## config.mk

```make
export PLATFORM = sky130hd
export DESIGN_NAME = hid_register_access_bank
export DESIGN_NICKNAME = d
export VERILOG_FILES = /design/src/core/hid_bank_pkg.sv /design/src/core/hid_register_access_bank.sv /design/src/core/button_filter.sv /design/src/core/ext_clock_divider.sv
export SDC_FILE = /design/constraint.sdc
export NUM_CORES = 1
export LEC_CHECK = 0
export ABC_CLOCK_PERIOD_IN_PS = 2450
export BUFFER_PORTS_ARGS = -buffer_cell sky130_fd_sc_hd__buf_2
export CORE_MARGIN = 4
export CORE_UTILIZATION = 55
export CTS_CLUSTER_SIZE = 14
export DETAILED_ROUTE_END_ITERATION = 7
export PLACE_DENSITY_LB_ADDON = 0.12
export SLEW_MARGIN = 20
export SYNTH_ARGS = -nofsm -noshare
export SYNTH_HDL_FRONTEND = slang
export SYNTH_SLANG_ARGS = --single-unit
```

## constraint.sdc

```tcl
create_clock -name clk -period 2.45 [get_ports clk]
set_input_delay 0.245 -clock clk [delete_from_list [all_inputs] [get_ports clk]]
set_output_delay 0.245 -clock clk [all_outputs]
set_load 0.05 [all_outputs]
```

## src/core/hid_bank_pkg.sv

```systemverilog
// ----------------------------------------------------------------
// What this block does
// - reports 48 and 32 read and write registers 0 to 3, data low then high
// - reports 80 and 64 read and write nonvolatile words 0 to 63
// - every read returns its word in a three-byte input report, except a register read in the same cycle as nvm data
// - input byte 0 flags the word source; bytes 1 and 2 carry the word
// - volume flags follow the held, low-active volume buttons
// - play silence flag sets on press, clears once the host takes the report
// - jack_sense_in flag is high while the jack sense pin is high
// - all four buttons are debounced, then edge detected
// - register 0 holds a 13-bit digital out field and resets to zero
// - register 1 top four bits are audio enables; reset value b000
// - register 1 bits 11..4 hold value and drive enable per gp pin
// - register 1 bits 3..0 steer filter, loopback, out off, input mix
// - jack_sense_in present without driver forces all but jack_sense_in silent, front source
// - register 2 bits 14..13 pick the jack_sense_in source
// - register 2 bits 12..3 hold a per-channel silence mask
// - register 2 bit 2 picks mic right source; reset value 0004
// - register 2 bits 1..0 pick the controller clock rate
// - register 3 bit 10 picks the low mic bias level
// - register 3 bit 9 mixes inputs into front or all channels
// - register 3 bits 8..7 report the digital input rate, read only
// - register 3 bits 5..1 enable the five analog output pairs
// - register 3 bit 6 reports the package, read only
// - register 3 bit 0 reports whether digital input may be recorded
// - controller irq goes low on any access, high after controller read
// ----------------------------------------------------------------
package hid_bank_pkg;

    localparam logic [7:0] CMD_REG_RD   = 8'h30;
    localparam logic [7:0] CMD_REG_WR   = 8'h20;
    localparam logic [7:0] CMD_NVM_RD   = 8'h50;
    localparam logic [7:0] CMD_NVM_WR   = 8'h40;
    localparam logic [7:0] REG_ADDR_MAX = 8'h03;
    localparam logic [7:0] NVM_ADDR_MAX = 8'h3f;

    localparam logic [1:0] REG_OFS_SPDIF = 2'h0;
    localparam logic [1:0] REG_OFS_AUDIO = 2'h1;
    localparam logic [1:0] REG_OFS_MUTE  = 2'h2;
    localparam logic [1:0] REG_OFS_OUTEN = 2'h3;

    localparam logic [3:0][15:0] REG_RST     = {16'h003e, 16'h0004, 16'hb000, 16'h0000};
    localparam logic [3:0][15:0] REG_WR_MASK = {16'h063e, 16'hffff, 16'hffff, 16'h1fff};

    localparam int DRV_BIT   = 15;
    localparam int PSRC_LO   = 13;
    localparam int SIL_LO    = 3;
    localparam int MICR_BIT  = 2;
    localparam int BIAS_BIT  = 10;
    localparam int MIX_BIT   = 9;
    localparam int OE_LO     = 1;
    localparam int GP_VAL_LO = 5;
    localparam int GP_EN_LO  = 4;

    localparam logic [9:0] FORCED_SILENCE = 10'h0ff;
    localparam logic [1:0] FRONT_SOURCE   = 2'h0;

    localparam int FLG_CTRL  = 7;
    localparam int FLG_NVM   = 6;
    localparam int FLG_REG   = 5;
    localparam int FLG_PHONE = 4;
    localparam int FLG_MUTE  = 2;
    localparam int FLG_VDN   = 1;
    localparam int FLG_VUP   = 0;

    localparam int BTN_UP   = 0;
    localparam int BTN_DN   = 1;
    localparam int BTN_REC  = 2;
    localparam int BTN_PLAY = 3;
    localparam int NUM_BTN  = 4;

    localparam int CLK_KHZ          = 25000;
    localparam int DEBOUNCE_US      = 10000;
    localparam int DEBOUNCE_CYCLES  = DEBOUNCE_US * (CLK_KHZ / 1000);
    localparam int EXT_SLOW_KHZ     = 1500;
    localparam int EXT_SLOW_HALF    = CLK_KHZ / (2 * EXT_SLOW_KHZ);

    typedef enum logic [2:0] {
        ST_IDLE = 3'b001,
        ST_REQ  = 3'b010,
        ST_WAIT = 3'b100
    } nvm_state_e;

    typedef struct packed {
        logic [7:0] cmd;
        logic [7:0] lo;
        logic [7:0] hi;
        logic [7:0] addr;
    } out_report_s;

    typedef struct packed {
        logic [7:0] flags;
        logic [7:0] lo;
        logic [7:0] hi;
    } in_report_s;

    typedef struct packed {
        logic        write;
        logic [5:0]  addr;
        logic [15:0] data;
    } nvm_req_s;

    typedef struct packed {
        logic [12:0] spdif_out_ctrl_field;
        logic        dac_double_rate_en;
        logic        adc_full_scale_sel;
        logic        pll_search_en;
        logic        soft_silence_en;
        logic        alt_lowpass_sel;
        logic        digital_audio_loopback_en;
        logic        digital_audio_out_off;
        logic        digital_audio_in_mix_en;
        logic [9:0]  channel_silence_mask;
        logic [1:0]  jack_sense_in_source_sel;
        logic        mic_right_source_sel;
        logic        mic_bias_low_sel;
        logic        input_mix_routing_sel;
        logic [4:0]  pair_out_en;
    } audio_ctrl_s;

endpackage

```

## src/core/hid_register_access_bank.sv

```systemverilog
`timescale 1ns/1ns
module hid_register_access_bank #(
    parameter int DEBOUNCE_CYC = hid_bank_pkg::DEBOUNCE_CYCLES,
    parameter int EXT_HALF     = hid_bank_pkg::EXT_SLOW_HALF
) (
    input  wire logic                      clk,
    input  wire logic                      resetn,
    input  wire hid_bank_pkg::out_report_s out_report,
    input  wire logic                      out_report_valid,
    output hid_bank_pkg::in_report_s       in_report,
    output logic                           in_report_valid,
    input  wire logic                      in_report_taken,
    input  wire logic [15:0]               mcu_word,
    input  wire logic                      mcu_word_valid,
    input  wire logic                      mcu_read,
    output logic                           ext_ctrl_irq_n,
    output logic                           ext_ctrl_clk,
    output hid_bank_pkg::nvm_req_s         nvm_req,
    output logic                           nvm_req_valid,
    input  wire logic                      nvm_req_ready,
    input  wire logic [15:0]               nvm_rsp_data,
    input  wire logic                      nvm_rsp_valid,
    input  wire logic                      vol_up_button_n,
    input  wire logic                      vol_down_button_n,
    input  wire logic                      record_silence_button_n,
    input  wire logic                      play_silence_button_n,
    input  wire logic                      jack_sense_in,
    input  wire logic                      package_indicator_in,
    input  wire logic [1:0]                digital_in_rate,
    input  wire logic                      digital_in_record_allowed,
    output logic [3:0]                     gp_pin_out,
    output logic [3:0]                     gp_pin_oe_n,
    output hid_bank_pkg::audio_ctrl_s      audio_ctrl,
    output logic                           record_silenced
);
    import hid_bank_pkg::*;

    // ----------------------------------------------------------------
    // pin synchronisers
    // ----------------------------------------------------------------
    localparam int NPIN = NUM_BTN + 2;

    logic [NPIN-1:0] pin_a_q;
    logic [NPIN-1:0] pin_b_q;
    logic [NPIN-1:0] pin_raw;

    assign pin_raw = {package_indicator_in, jack_sense_in,
                      play_silence_button_n, record_silence_button_n,
                      vol_down_button_n, vol_up_button_n};

    always_ff @(posedge clk or negedge resetn) begin
        if (!resetn) begin
            pin_a_q <= {2'b00, {NUM_BTN{1'b1}}};
            pin_b_q <= {2'b00, {NUM_BTN{1'b1}}};
        end else begin
            pin_a_q <= pin_raw;
            pin_b_q <= pin_a_q;
        end
    end

    logic               jack_s;
    logic               pkg_s;
    logic [NUM_BTN-1:0] btn_pressed;
    logic [NUM_BTN-1:0] btn_press;

    assign jack_s = pin_b_q[NUM_BTN];
    assign pkg_s  = pin_b_q[NUM_BTN+1];

    button_filter #(
        .N   (NUM_BTN),
        .CYC (DEBOUNCE_CYC)
    ) u_filter (
        .clk     (clk),
        .resetn  (resetn),
        .raw_n   (pin_b_q[NUM_BTN-1:0]),
        .pressed (btn_pressed),
        .press   (btn_press)
    );

    // ----------------------------------------------------------------
    // command decode
    // ----------------------------------------------------------------
    nvm_state_e       st_q;
    nvm_state_e       st_d;
    logic [3:0][15:0] regs_q;
    logic [3:0][15:0] regs_d;
    nvm_req_s         req_q;
    nvm_req_s         req_d;
    in_report_s       rep_q;
    in_report_s       rep_d;
    logic             rvalid_q;
    logic             rvalid_d;
    logic             irq_q;
    logic             irq_d;
    logic             mute_q;
    logic             mute_d;
    logic             rec_q;
    logic             rec_d;
    logic [2:0]       src_q;
    logic [2:0]       src_d;

    logic        is_reg;
    logic        is_nvm;
    logic        reg_rd;
    logic        reg_wr;
    logic        nvm_go;
    logic        nvm_win;
    logic        access;
    logic [1:0]  ridx;
    logic [15:0] wword;
    logic [15:0] rview;

    assign ridx   = out_report.addr[1:0];
    assign wword  = {out_report.hi, out_report.lo};
    assign is_reg = ((out_report.cmd == CMD_REG_RD) || (out_report.cmd == CMD_REG_WR))
                    && (out_report.addr <= REG_ADDR_MAX);
    assign is_nvm = ((out_report.cmd == CMD_NVM_RD) || (out_report.cmd == CMD_NVM_WR))
                    && (out_report.addr <= NVM_ADDR_MAX);
    assign reg_rd = out_report_valid && is_reg && (out_report.cmd == CMD_REG_RD);
    assign reg_wr = out_report_valid && is_reg && (out_report.cmd == CMD_REG_WR);
    // a second nonvolatile command while one is in flight is dropped
    assign nvm_go  = out_report_valid && is_nvm && (st_q == ST_IDLE);
    assign nvm_win = (st_q == ST_WAIT) && nvm_rsp_valid;
    assign access  = reg_rd || reg_wr || nvm_go;

    // register 3 mixes stored enables with live status inputs
    function automatic logic [15:0] reg_view(input logic [1:0] idx);
        logic [15:0] v;
        v = regs_q[idx] & REG_WR_MASK[idx];
        if (idx == REG_OFS_OUTEN) begin
            v[8:7] = digital_in_rate;
            v[6]   = pkg_s;
            v[0]   = digital_in_record_allowed;
        end
        return v;
    endfunction

    assign rview = reg_view(ridx);

    // ----------------------------------------------------------------
    // next state
    // ----------------------------------------------------------------
    always_comb begin
        regs_d   = regs_q;
        st_d     = st_q;
        req_d    = req_q;
        rep_d    = rep_q;
        rvalid_d = rvalid_q;
        irq_d    = irq_q;
        mute_d   = mute_q;
        rec_d    = rec_q;
        src_d    = src_q;

        if (reg_wr) begin
            regs_d[ridx] = (wword & REG_WR_MASK[ridx])
                         | (regs_q[ridx] & ~REG_WR_MASK[ridx]);
        end

        case (st_q)
            ST_IDLE: begin
                if (nvm_go) begin
                    req_d.write = (out_report.cmd == CMD_NVM_WR);
                    req_d.addr  = out_report.addr[5:0];
                    req_d.data  = wword;
                    st_d        = ST_REQ;
                end
            end
            ST_REQ: begin
                if (nvm_req_ready) begin
                    st_d = req_q.write ? ST_IDLE : ST_WAIT;
                end
            end
            ST_WAIT: begin
                if (nvm_rsp_valid) begin
                    st_d = ST_IDLE;
                end
            end
            default: begin
                st_d = ST_IDLE;
            end
        endcase

        if (rvalid_q && in_report_taken) begin
            rvalid_d = 1'b0;
            mute_d   = 1'b0;
        end
        // one report slot: nvm data first, then register, then controller
        if (nvm_win) begin
            src_d    = 3'b010;
            rep_d.lo = nvm_rsp_data[7:0];
            rep_d.hi = nvm_rsp_data[15:8];
            rvalid_d = 1'b1;
        end else if (reg_rd) begin
            src_d    = 3'b001;
            rep_d.lo = rview[7:0];
            rep_d.hi = rview[15:8];
            rvalid_d = 1'b1;
        end else if (mcu_word_valid) begin
            src_d    = 3'b100;
            rep_d.lo = mcu_word[7:0];
            rep_d.hi = mcu_word[15:8];
            rvalid_d = 1'b1;
        end

        if (btn_press[BTN_PLAY]) begin
            mute_d = 1'b1;
        end
        if (btn_press[BTN_REC]) begin
            rec_d = ~rec_q;
        end

        if (mcu_read) begin
            irq_d = 1'b0;
        end
        if (access) begin
            irq_d = 1'b1;
        end

        rep_d.flags            = '0;
        rep_d.flags[FLG_CTRL]  = src_d[2];
        rep_d.flags[FLG_NVM]   = src_d[1];
        rep_d.flags[FLG_REG]   = src_d[0];
        rep_d.flags[FLG_PHONE] = jack_s;
        rep_d.flags[FLG_MUTE]  = mute_d;
        rep_d.flags[FLG_VDN]   = btn_pressed[BTN_DN];
        rep_d.flags[FLG_VUP]   = btn_pressed[BTN_UP];
    end

    always_ff @(posedge clk or negedge resetn) begin
        if (!resetn) begin
            regs_q   <= REG_RST;
            st_q     <= ST_IDLE;
            req_q    <= '0;
            rep_q    <= '0;
            rvalid_q <= 1'b0;
            irq_q    <= 1'b0;
            mute_q   <= 1'b0;
            rec_q    <= 1'b0;
            src_q    <= '0;
        end else begin
            regs_q   <= regs_d;
            st_q     <= st_d;
            req_q    <= req_d;
            rep_q    <= rep_d;
            rvalid_q <= rvalid_d;
            irq_q    <= irq_d;
            mute_q   <= mute_d;
            rec_q    <= rec_d;
            src_q    <= src_d;
        end
    end

    assign in_report       = rep_q;
    assign in_report_valid = rvalid_q;
    assign ext_ctrl_irq_n  = ~irq_q;
    assign nvm_req         = req_q;
    assign nvm_req_valid   = (st_q == ST_REQ);
    assign record_silenced = rec_q;

    // ----------------------------------------------------------------
    // control outputs
    // ----------------------------------------------------------------
    audio_ctrl_s ctrl_q;
    audio_ctrl_s ctrl_d;
    logic        force_jack_sense_in;

    // the driver takes over routing once it sets its active bit
    assign force_jack_sense_in = jack_s && !regs_q[REG_OFS_MUTE][DRV_BIT];

    always_comb begin
        ctrl_d.spdif_out_ctrl_field      = regs_q[REG_OFS_SPDIF][12:0];
        ctrl_d.dac_double_rate_en        = regs_q[REG_OFS_AUDIO][15];
        ctrl_d.adc_full_scale_sel        = regs_q[REG_OFS_AUDIO][14];
        ctrl_d.pll_search_en             = regs_q[REG_OFS_AUDIO][13];
        ctrl_d.soft_silence_en           = regs_q[REG_OFS_AUDIO][12];
        ctrl_d.alt_lowpass_sel           = regs_q[REG_OFS_AUDIO][3];
        ctrl_d.digital_audio_loopback_en = regs_q[REG_OFS_AUDIO][2];
        ctrl_d.digital_audio_out_off     = regs_q[REG_OFS_AUDIO][1];
        ctrl_d.digital_audio_in_mix_en   = regs_q[REG_OFS_AUDIO][0];
        ctrl_d.mic_right_source_sel      = regs_q[REG_OFS_MUTE][MICR_BIT];
        ctrl_d.mic_bias_low_sel          = regs_q[REG_OFS_OUTEN][BIAS_BIT];
        ctrl_d.input_mix_routing_sel     = regs_q[REG_OFS_OUTEN][MIX_BIT];
        ctrl_d.pair_out_en               = regs_q[REG_OFS_OUTEN][OE_LO +: 5];
        if (force_jack_sense_in) begin
            ctrl_d.channel_silence_mask = FORCED_SILENCE;
            ctrl_d.jack_sense_in_source_sel    = FRONT_SOURCE;
        end else begin
            ctrl_d.channel_silence_mask = regs_q[REG_OFS_MUTE][SIL_LO +: 10];
            ctrl_d.jack_sense_in_source_sel    = regs_q[REG_OFS_MUTE][PSRC_LO +: 2];
        end
    end

    always_ff @(posedge clk or negedge resetn) begin
        if (!resetn) begin
            ctrl_q <= '0;
        end else begin
            ctrl_q <= ctrl_d;
        end
    end

    assign audio_ctrl = ctrl_q;

    for (genvar g = 0; g < 4; g++) begin : g_gp
        assign gp_pin_out[g]  = regs_q[REG_OFS_AUDIO][GP_VAL_LO + 2*g];
        assign gp_pin_oe_n[g] = ~regs_q[REG_OFS_AUDIO][GP_EN_LO + 2*g];
    end

    ext_clock_divider #(
        .SLOW_HALF (EXT_HALF)
    ) u_div (
        .clk     (clk),
        .resetn  (resetn),
        .sel     (regs_q[REG_OFS_MUTE][1:0]),
        .clk_out (ext_ctrl_clk)
    );
endmodule

```

## src/core/button_filter.sv

```systemverilog
`timescale 1ns/1ns
module button_filter #(
    parameter int N   = 4,
    parameter int CYC = 250000
) (
    input  wire logic         clk,
    input  wire logic         resetn,
    input  wire logic [N-1:0] raw_n,
    output logic      [N-1:0] pressed,
    output logic      [N-1:0] press
);
    import hid_bank_pkg::*;

    if (CYC < 2) begin : g_chk
        $error("button_filter: CYC must be at least 2");
    end

    for (genvar i = 0; i < N; i++) begin : g_btn
        logic [31:0] cnt_q;
        logic [31:0] cnt_d;
        logic        lvl_q;
        logic        lvl_d;
        logic        edge_q;
        logic        edge_d;
        // a level must stay put for CYC cycles before the filtered level moves
        always_comb begin
            cnt_d  = '0;
            lvl_d  = lvl_q;
            edge_d = 1'b0;
            if (raw_n[i] != lvl_q) begin
                cnt_d = cnt_q + 32'h0000_0001;
                if (cnt_q == 32'(CYC - 1)) begin
                    cnt_d  = '0;
                    lvl_d  = ~lvl_q;
                    edge_d = lvl_q;
                end
            end
        end
        always_ff @(posedge clk or negedge resetn) begin
            if (!resetn) begin
                cnt_q  <= '0;
                lvl_q  <= 1'b1;
                edge_q <= 1'b0;
            end else begin
                cnt_q  <= cnt_d;
                lvl_q  <= lvl_d;
                edge_q <= edge_d;
            end
        end
        assign pressed[i] = ~lvl_q;
        assign press[i]   = edge_q;
    end
endmodule

```

## src/core/ext_clock_divider.sv

```systemverilog
`timescale 1ns/1ns
module ext_clock_divider #(
    parameter int SLOW_HALF = 8
) (
    input  wire logic       clk,
    input  wire logic       resetn,
    input  wire logic [1:0] sel,
    output logic            clk_out
);
    import hid_bank_pkg::*;

    if (SLOW_HALF < 8 || SLOW_HALF > 255) begin : g_chk
        $error("ext_clock_divider: SLOW_HALF must lie in 8..255");
    end

    logic [7:0] cnt_q;
    logic [7:0] cnt_d;
    logic       out_q;
    logic       out_d;
    logic [7:0] half;

    // each step of sel halves the period; fastest rate is limited by clk
    assign half = 8'(SLOW_HALF >> sel);

    always_comb begin
        cnt_d = cnt_q + 8'h01;
        out_d = out_q;
        if (cnt_q >= half - 8'h01) begin
            cnt_d = '0;
            out_d = ~out_q;
        end
    end

    always_ff @(posedge clk or negedge resetn) begin
        if (!resetn) begin
            cnt_q <= '0;
            out_q <= 1'b0;
        end else begin
            cnt_q <= cnt_d;
            out_q <= out_d;
        end
    end

    assign clk_out = out_q;
endmodule

```

==> flow_summary.toml, run 1 <==
[run_status]
outcome = "finished clean"

[global_routing]
grt_max_degree = 69
grt_usage = 0.2344
grt_pass1_vias = 10526
grt_remaining_overflow = 0
grt_pass1_wl_um = 54830
antenna_found_initial = 2

[synth]
yosys_warnings = 0
syn_inst = 1245
yosys-top-cells-area = "dfrtp_1 (51%), mux2_2 (8.1%), dfstp_2 (4.0%)"
ys_async_sr_fraction = 1.000
synth_edf_count = 0
synthSimpleGateAreaFrac = 0.1766
synthXorXnorAreaFrac = 0.03369
yosys.area.top_type = "dfrtp_1"
ys_ff_latch = 312
synth_top_family_by_area = "simple AND/OR/NAND/NOR gates"
synth_area_per_cell_um2 = 11.49
muxShareOfSynthArea = 0.1133
synth_cell_type_count = 58
syn_area_mm2 = 0.01430
yosysSeqAreaShare = 0.5479
ys.flop_type = "dfrtp_1"
synth_compound_area_frac = 0.08400
yosys.area_share.adder = 0.01225
synth.top_cell.area_share = 0.5075

[clocking]
path_clk_slew_ns = 0.06
root_buffer = "clkbuf_16"
worstSkewPairLatency_ns = 0.52
cts_sinks = 312
htree_levels = 2
tritoncts = "done"
clock_path_buffers = 3
cts_setup_buffers = 0
cts_buffers = 34

[critical_path]
crit_path_end_kind = "flop"
critPathKind = "flop to flop"
cpMaxStageDelayCell = "or4_1"
cpPeakStageDelay_ns = 0.75
crit_required_ns = 2.87
r2r_setup_slack_ns = 0.11
cpMostUsedCell = "or4_1"
worst_ep_arrival_time_ns = 2.76
crit_path_start_kind = "flop"
critPathBufInv = 0
crit_chain = "ha_1 -> nand3_1 -> or4_1 -> or4_1 -> a21oi_1"
worstPathMaxFanout = 12
cp_top_family = "simple AND/OR/NAND/NOR gates"

[timing]
finClkSkew_ns = 0.01994
hold_viol_final = 0
hold_ws_ns = 0.01818
tightest_slew_ns = 0.7643
max_slew_margin = 0.4904
fin_crit_ns = 2.339
setup_tns_ns = 0
setup_viol = 0
min_period_over_period = 0.9547
slew_violations = 0
clock.fmax_mhz = 427.5
rsz0062_at_grt = "false"

[power_and_ir_drop]
p_per_area_mw_per_mm2 = 646.2
leakagePower_nw = 7.608
ir_drop_v = 0.0005889

[die]
io_pins = 182
die_height_um = 169.2
die_w_um = 169.2
initial_core_util = 0.5630
core_region_area_mm2 = 0.02540
rows = 58
die_area_mm2 = 0.02864

[route]
via_count = 10644
drc_errors = 0
drt_first_pass_iters = 5
drt-initial-drc-count = 685
antenna_left = 0
routed_wl_um = 33540
vias_per_cell = 5.826
detail_route.wl_per_cell_um = 18.36

[cells_and_area]
final_cell_count_no_fill = 1827
final_util = 0.6758
nNetsFinal = 1564
post_route_cells_drive_above_1_share = 0.2943
final_cell_mix = "dfrtp_1 (290), buf_2 (179), mux2_2 (103)"
area_growth_pct = 20.04
stdcell_area_mm2 = 0.01717
final_common_cell = "dfrtp_1"

[place]
place_hpwl_um = 23270
dpl_cell_area_mm2 = 0.01578
dp.cells = 1736
place.gp.congestion = 0.8617
io_buffer_count = 180

[job]
drv_cap = 0

[min_path]
hp-class = "input port to flop"
[timing repair]
action	CTS	global route
gates resized for setup	0	1
setup endpoints to repair	0	3
hold endpoints to repair	65	0
hold buffers	27	0
[Yosys cell counts, drive strengths merged (22+ instances only)]
cell type	n
dfrtp	290
mux2	103
nor2	76
a21oi	75
nand3	59
nand2	54
or4	53
o21ai	47
clkbuf	40
inv	40
o31ai	40
xnor2	38
nand4	37
nor4	28
or3	27
buf	26
dfstp	22
[worst paths after layout]
path                                       startpoint                           to  cells after the start
hold / removal                          out_report[5]                  nvm_req[21]                      2
hold reg to reg                            pin_a_q[5]                   pin_b_q[5]                      0
max in group asynchronous                      resetn                   pin_b_q[3]                      3
min in group asynchronous                      resetn  u_filter.g_btn[0].cnt_q[25]                      2
setup reg to reg           u_filter.g_btn[1].cnt_q[0]  u_filter.g_btn[1].cnt_q[24]                      5
setup / recovery           u_filter.g_btn[1].cnt_q[0]  u_filter.g_btn[1].cnt_q[24]                      5
[final cells by class]
cell class	count	area (µm²)
Sequential cell	312	7835
Inverter	40	150.1
Clock inverter	10	146.4
Timing Repair Buffer	251	1599
Tap cell	330	412.9
Multi-Input combinational cell	830	6058
Antenna cell	2	5.005
Fill cell	1918	8234
Clock buffer	52	958.4
[flip-flops by register name (all words and copies together) (netlist names), 6 cells and up]
signal                count
in_report                21
regs_q                   31
pin_a_q                   6
u_div.cnt_q               8
u_filter.g_btn.cnt_q    128
nvm_req                  23
audio_ctrl               41
ctrl_d                   29
pin_b_q                   6
[per-stage QoR]
| stage | worst slack [ns] | total power, mW |
|---|---|---|
| after floorplan | 0.3641 | 5.763 |
| after global placement | 0.1887 | 6.099 |
| after detailed placement | 0.1164 | 6.108 |
| after CTS | 0.1097 | 11.23 |
| after global routing | 0.002238 | 11.52 |
| final | 0.1111 | 11.09 |
[per-layer routing]
metal	part of all wire	track usage	up-vias
met5	0	0	-
met4	0.023	0.06650	0
met3	0.049	0.03983	55
met2	0.47	0.3740	253
met1	0.46	0.3365	5296
li1	-	-	5040
[report_power, final]
part,internal (mW),switching [mW]
logic,0.239,0.509
clock network,3.04,2.01
registers,5.24,0.0542
[worst register-to-register path: stages (launching register included)]
cell	delay, ns
dfrtp_1	0.39
ha_1	0.22
nand3_1	0.15
or4_1	0.75
or4_1	0.58
a21oi_1	0.17
[cell families after synthesis]
kind of cell	Yosys count
AND/OR/NAND/NOR	428
flip-flops	312
AO/OA/AOI/OAI	199
multiplexers	129
buffers and inverters	106
XOR/XNOR	55
adder cells (fa/ha/maj)	14
other	2
Power figures use the tool's default switching activity.
==> inputs of run 2 (changes only) <==
==> constraint.sdc (replaced) <==
create_clock -name clk -period 2.45 [get_ports clk]
set_input_delay 0.3675 -clock clk [delete_from_list [all_inputs] [get_ports clk]]
set_output_delay 0.3675 -clock clk [all_outputs]
set_load 0.05 [all_outputs]
==> run 2 against run 1 <==
Fmax grew 1.2%. Clock skew fell by 0.0068 ns. Clock power up 8.1%. Sequential share of layout area is essentially flat. Largest cell class unchanged. Wire length up 1.6%. Hold slack better by 0.046 ns.
==> flow_summary.toml, run 2 (synthesis results as in run 1) <==
[place]
io_buffer_count = 180
dp.cells = 1741
place_hpwl_um = 23750
preCtsSetupSlack_ns = 0.1536
place.gp.congestion = 0.8592

[cells_and_area]
fillers = 1987
final_cell_count_no_fill = 1813
regArea_mm2 = 0.007835
top_register = "u_filter.g_btn.cnt_q"
largest_reg_flops = 128
final_cell_mix = "dfrtp_1 (290), buf_2 (179), mux2_2 (103)"
final_common_cell = "dfrtp_1"
post_route_cells_drive_above_1_share = 0.3084
area_growth_pct = 19.98
nNetsFinal = 1550
multi_input_comb_area_mm2 = 0.006055
final_util = 0.6755

[route]
drc_errors = 0
drt_first_pass_iters = 5
via_count = 10759
routed_wl_um = 34060
antenna_left = 0
detail_route.wl_per_cell_um = 18.79
drt-initial-drc-count = 723
vias_per_cell = 5.934

[critical_path]
worstPathMaxFanout = 15
worst_ep_arrival_time_ns = 2.74
crit_required_ns = 2.88
critPathKind = "flop to flop"
crit_path_start_kind = "flop"
crit_path_end_kind = "flop"

[clocking]
worstSkewPairLatency_ns = 0.51
tritoncts = "done"
root_buffer = "clkbuf_16"
clock_path_buffers = 3
cts_setup_buffers = 0
cts_sinks = 312
cts_buffers = 35
htree_levels = 2
path_clk_slew_ns = 0.06

[global_routing]
grt_pass1_vias = 10671
antenna_found_initial = 3
grt_usage = 0.2370
grt_pass1_wl_um = 55680
grt_max_degree = 75
grt_remaining_overflow = 0

[job]
drv_cap = 0

[min_path]
hp-class = "input port to flop"

[die]
io_pins = 182
die_height_um = 169.2
rows = 58
initial_core_util = 0.5630
core_region_area_mm2 = 0.02540
die_w_um = 169.2
die_area_mm2 = 0.02864

[timing]
fin_crit_ns = 2.310
hold_ws_ns = 0.06377
max_slew_margin = 0.5582
min_period_over_period = 0.9430
setup_tns_ns = 0
fin_ws_ns = 0.1396
setup_viol = 0
slew_violations = 0
clock.fmax_mhz = 432.8
rsz0062_at_grt = "false"
hold_viol_final = 0
tightest_slew_ns = 0.6611
finClkSkew_ns = 0.01312

[power_and_ir_drop]
ir_drop_v = 0.0004850
leakagePower_nw = 7.629
p_per_area_mw_per_mm2 = 669.8

[run_status]
outcome = "finished clean"
==> run 2: changes by cell type in the layout (fill, tap and decap cells not counted), sizes merged <==
cell | previous run | this run
clkinv | 4 | 1
inv | 42 | 43
diode | 2 | 1
dlygate4sd3 | 27 | 7
clkbuf | 52 | 56
buf | 224 | 229
bufinv | 3 | 2
clkinvlp | 1 | 2
==> run 2: power breakdown <==
part / internal [mW] / switching (mW)
sequential: 5.24 / 0.0564
combinational: 0.223 / 0.507
clock: 3.39 / 2.07
==> run 2: worst paths after layout <==
check | slack [ns] | endpoint | depth (start not counted) | start
setup / recovery | 0.14 | u_filter.g_btn[1].cnt_q[24] | 5 | u_filter.g_btn[1].cnt_q[0]
hold / removal | 0.06 | in_report_valid | 2 | in_report_taken
setup reg to reg | 0.14 | u_filter.g_btn[1].cnt_q[24] | 5 | u_filter.g_btn[1].cnt_q[0]
hold reg to reg | 0.35 | pin_b_q[2] | 0 | pin_a_q[2]
max in group asynchronous | 1.23 | pin_b_q[3] | 3 | resetn
min in group asynchronous | 0.44 | u_filter.g_btn[0].cnt_q[27] | 2 | resetn
==> run 2: stage by stage <==
stage	total power [mW]	instance area, µm²
after floorplan	5.763	14310
after global placement	6.106	15840
after detailed placement	6.119	15840
after CTS	11.61	17160
after global routing	11.87	17160
final	11.49	17160
==> run 2: timing repair <==
action / CTS / global route
gates resized for setup: 0 / 0
hold endpoints to repair: 66 / 0
hold buffers: 7 / 0
==> run 2: layer usage <==
metal / wire length (µm) / GRT usage
met1: 15110 / 0.3378
met5: 27 / 0
met2: 16140 / 0.3802
met3: 2060 / 0.04356
met4: 721 / 0.06230
==> run 2: cell type report <==
class	instances	area share
clock inverter	8	0.006198
tap	330	0.02406
clock buffer	56	0.06614
inverter	40	0.008751
timing repair buffer	236	0.08517
sequential	312	0.4566
multi-input combinational	830	0.3529
antenna	1	0.0001458
==> run 2: critical path: stages (launching register included) <==
cell     delay [ns]
dfrtp_1        0.38
ha_1           0.22
nand3_1        0.11
or4_1          0.78
or4_1          0.58
a21oi_1        0.16
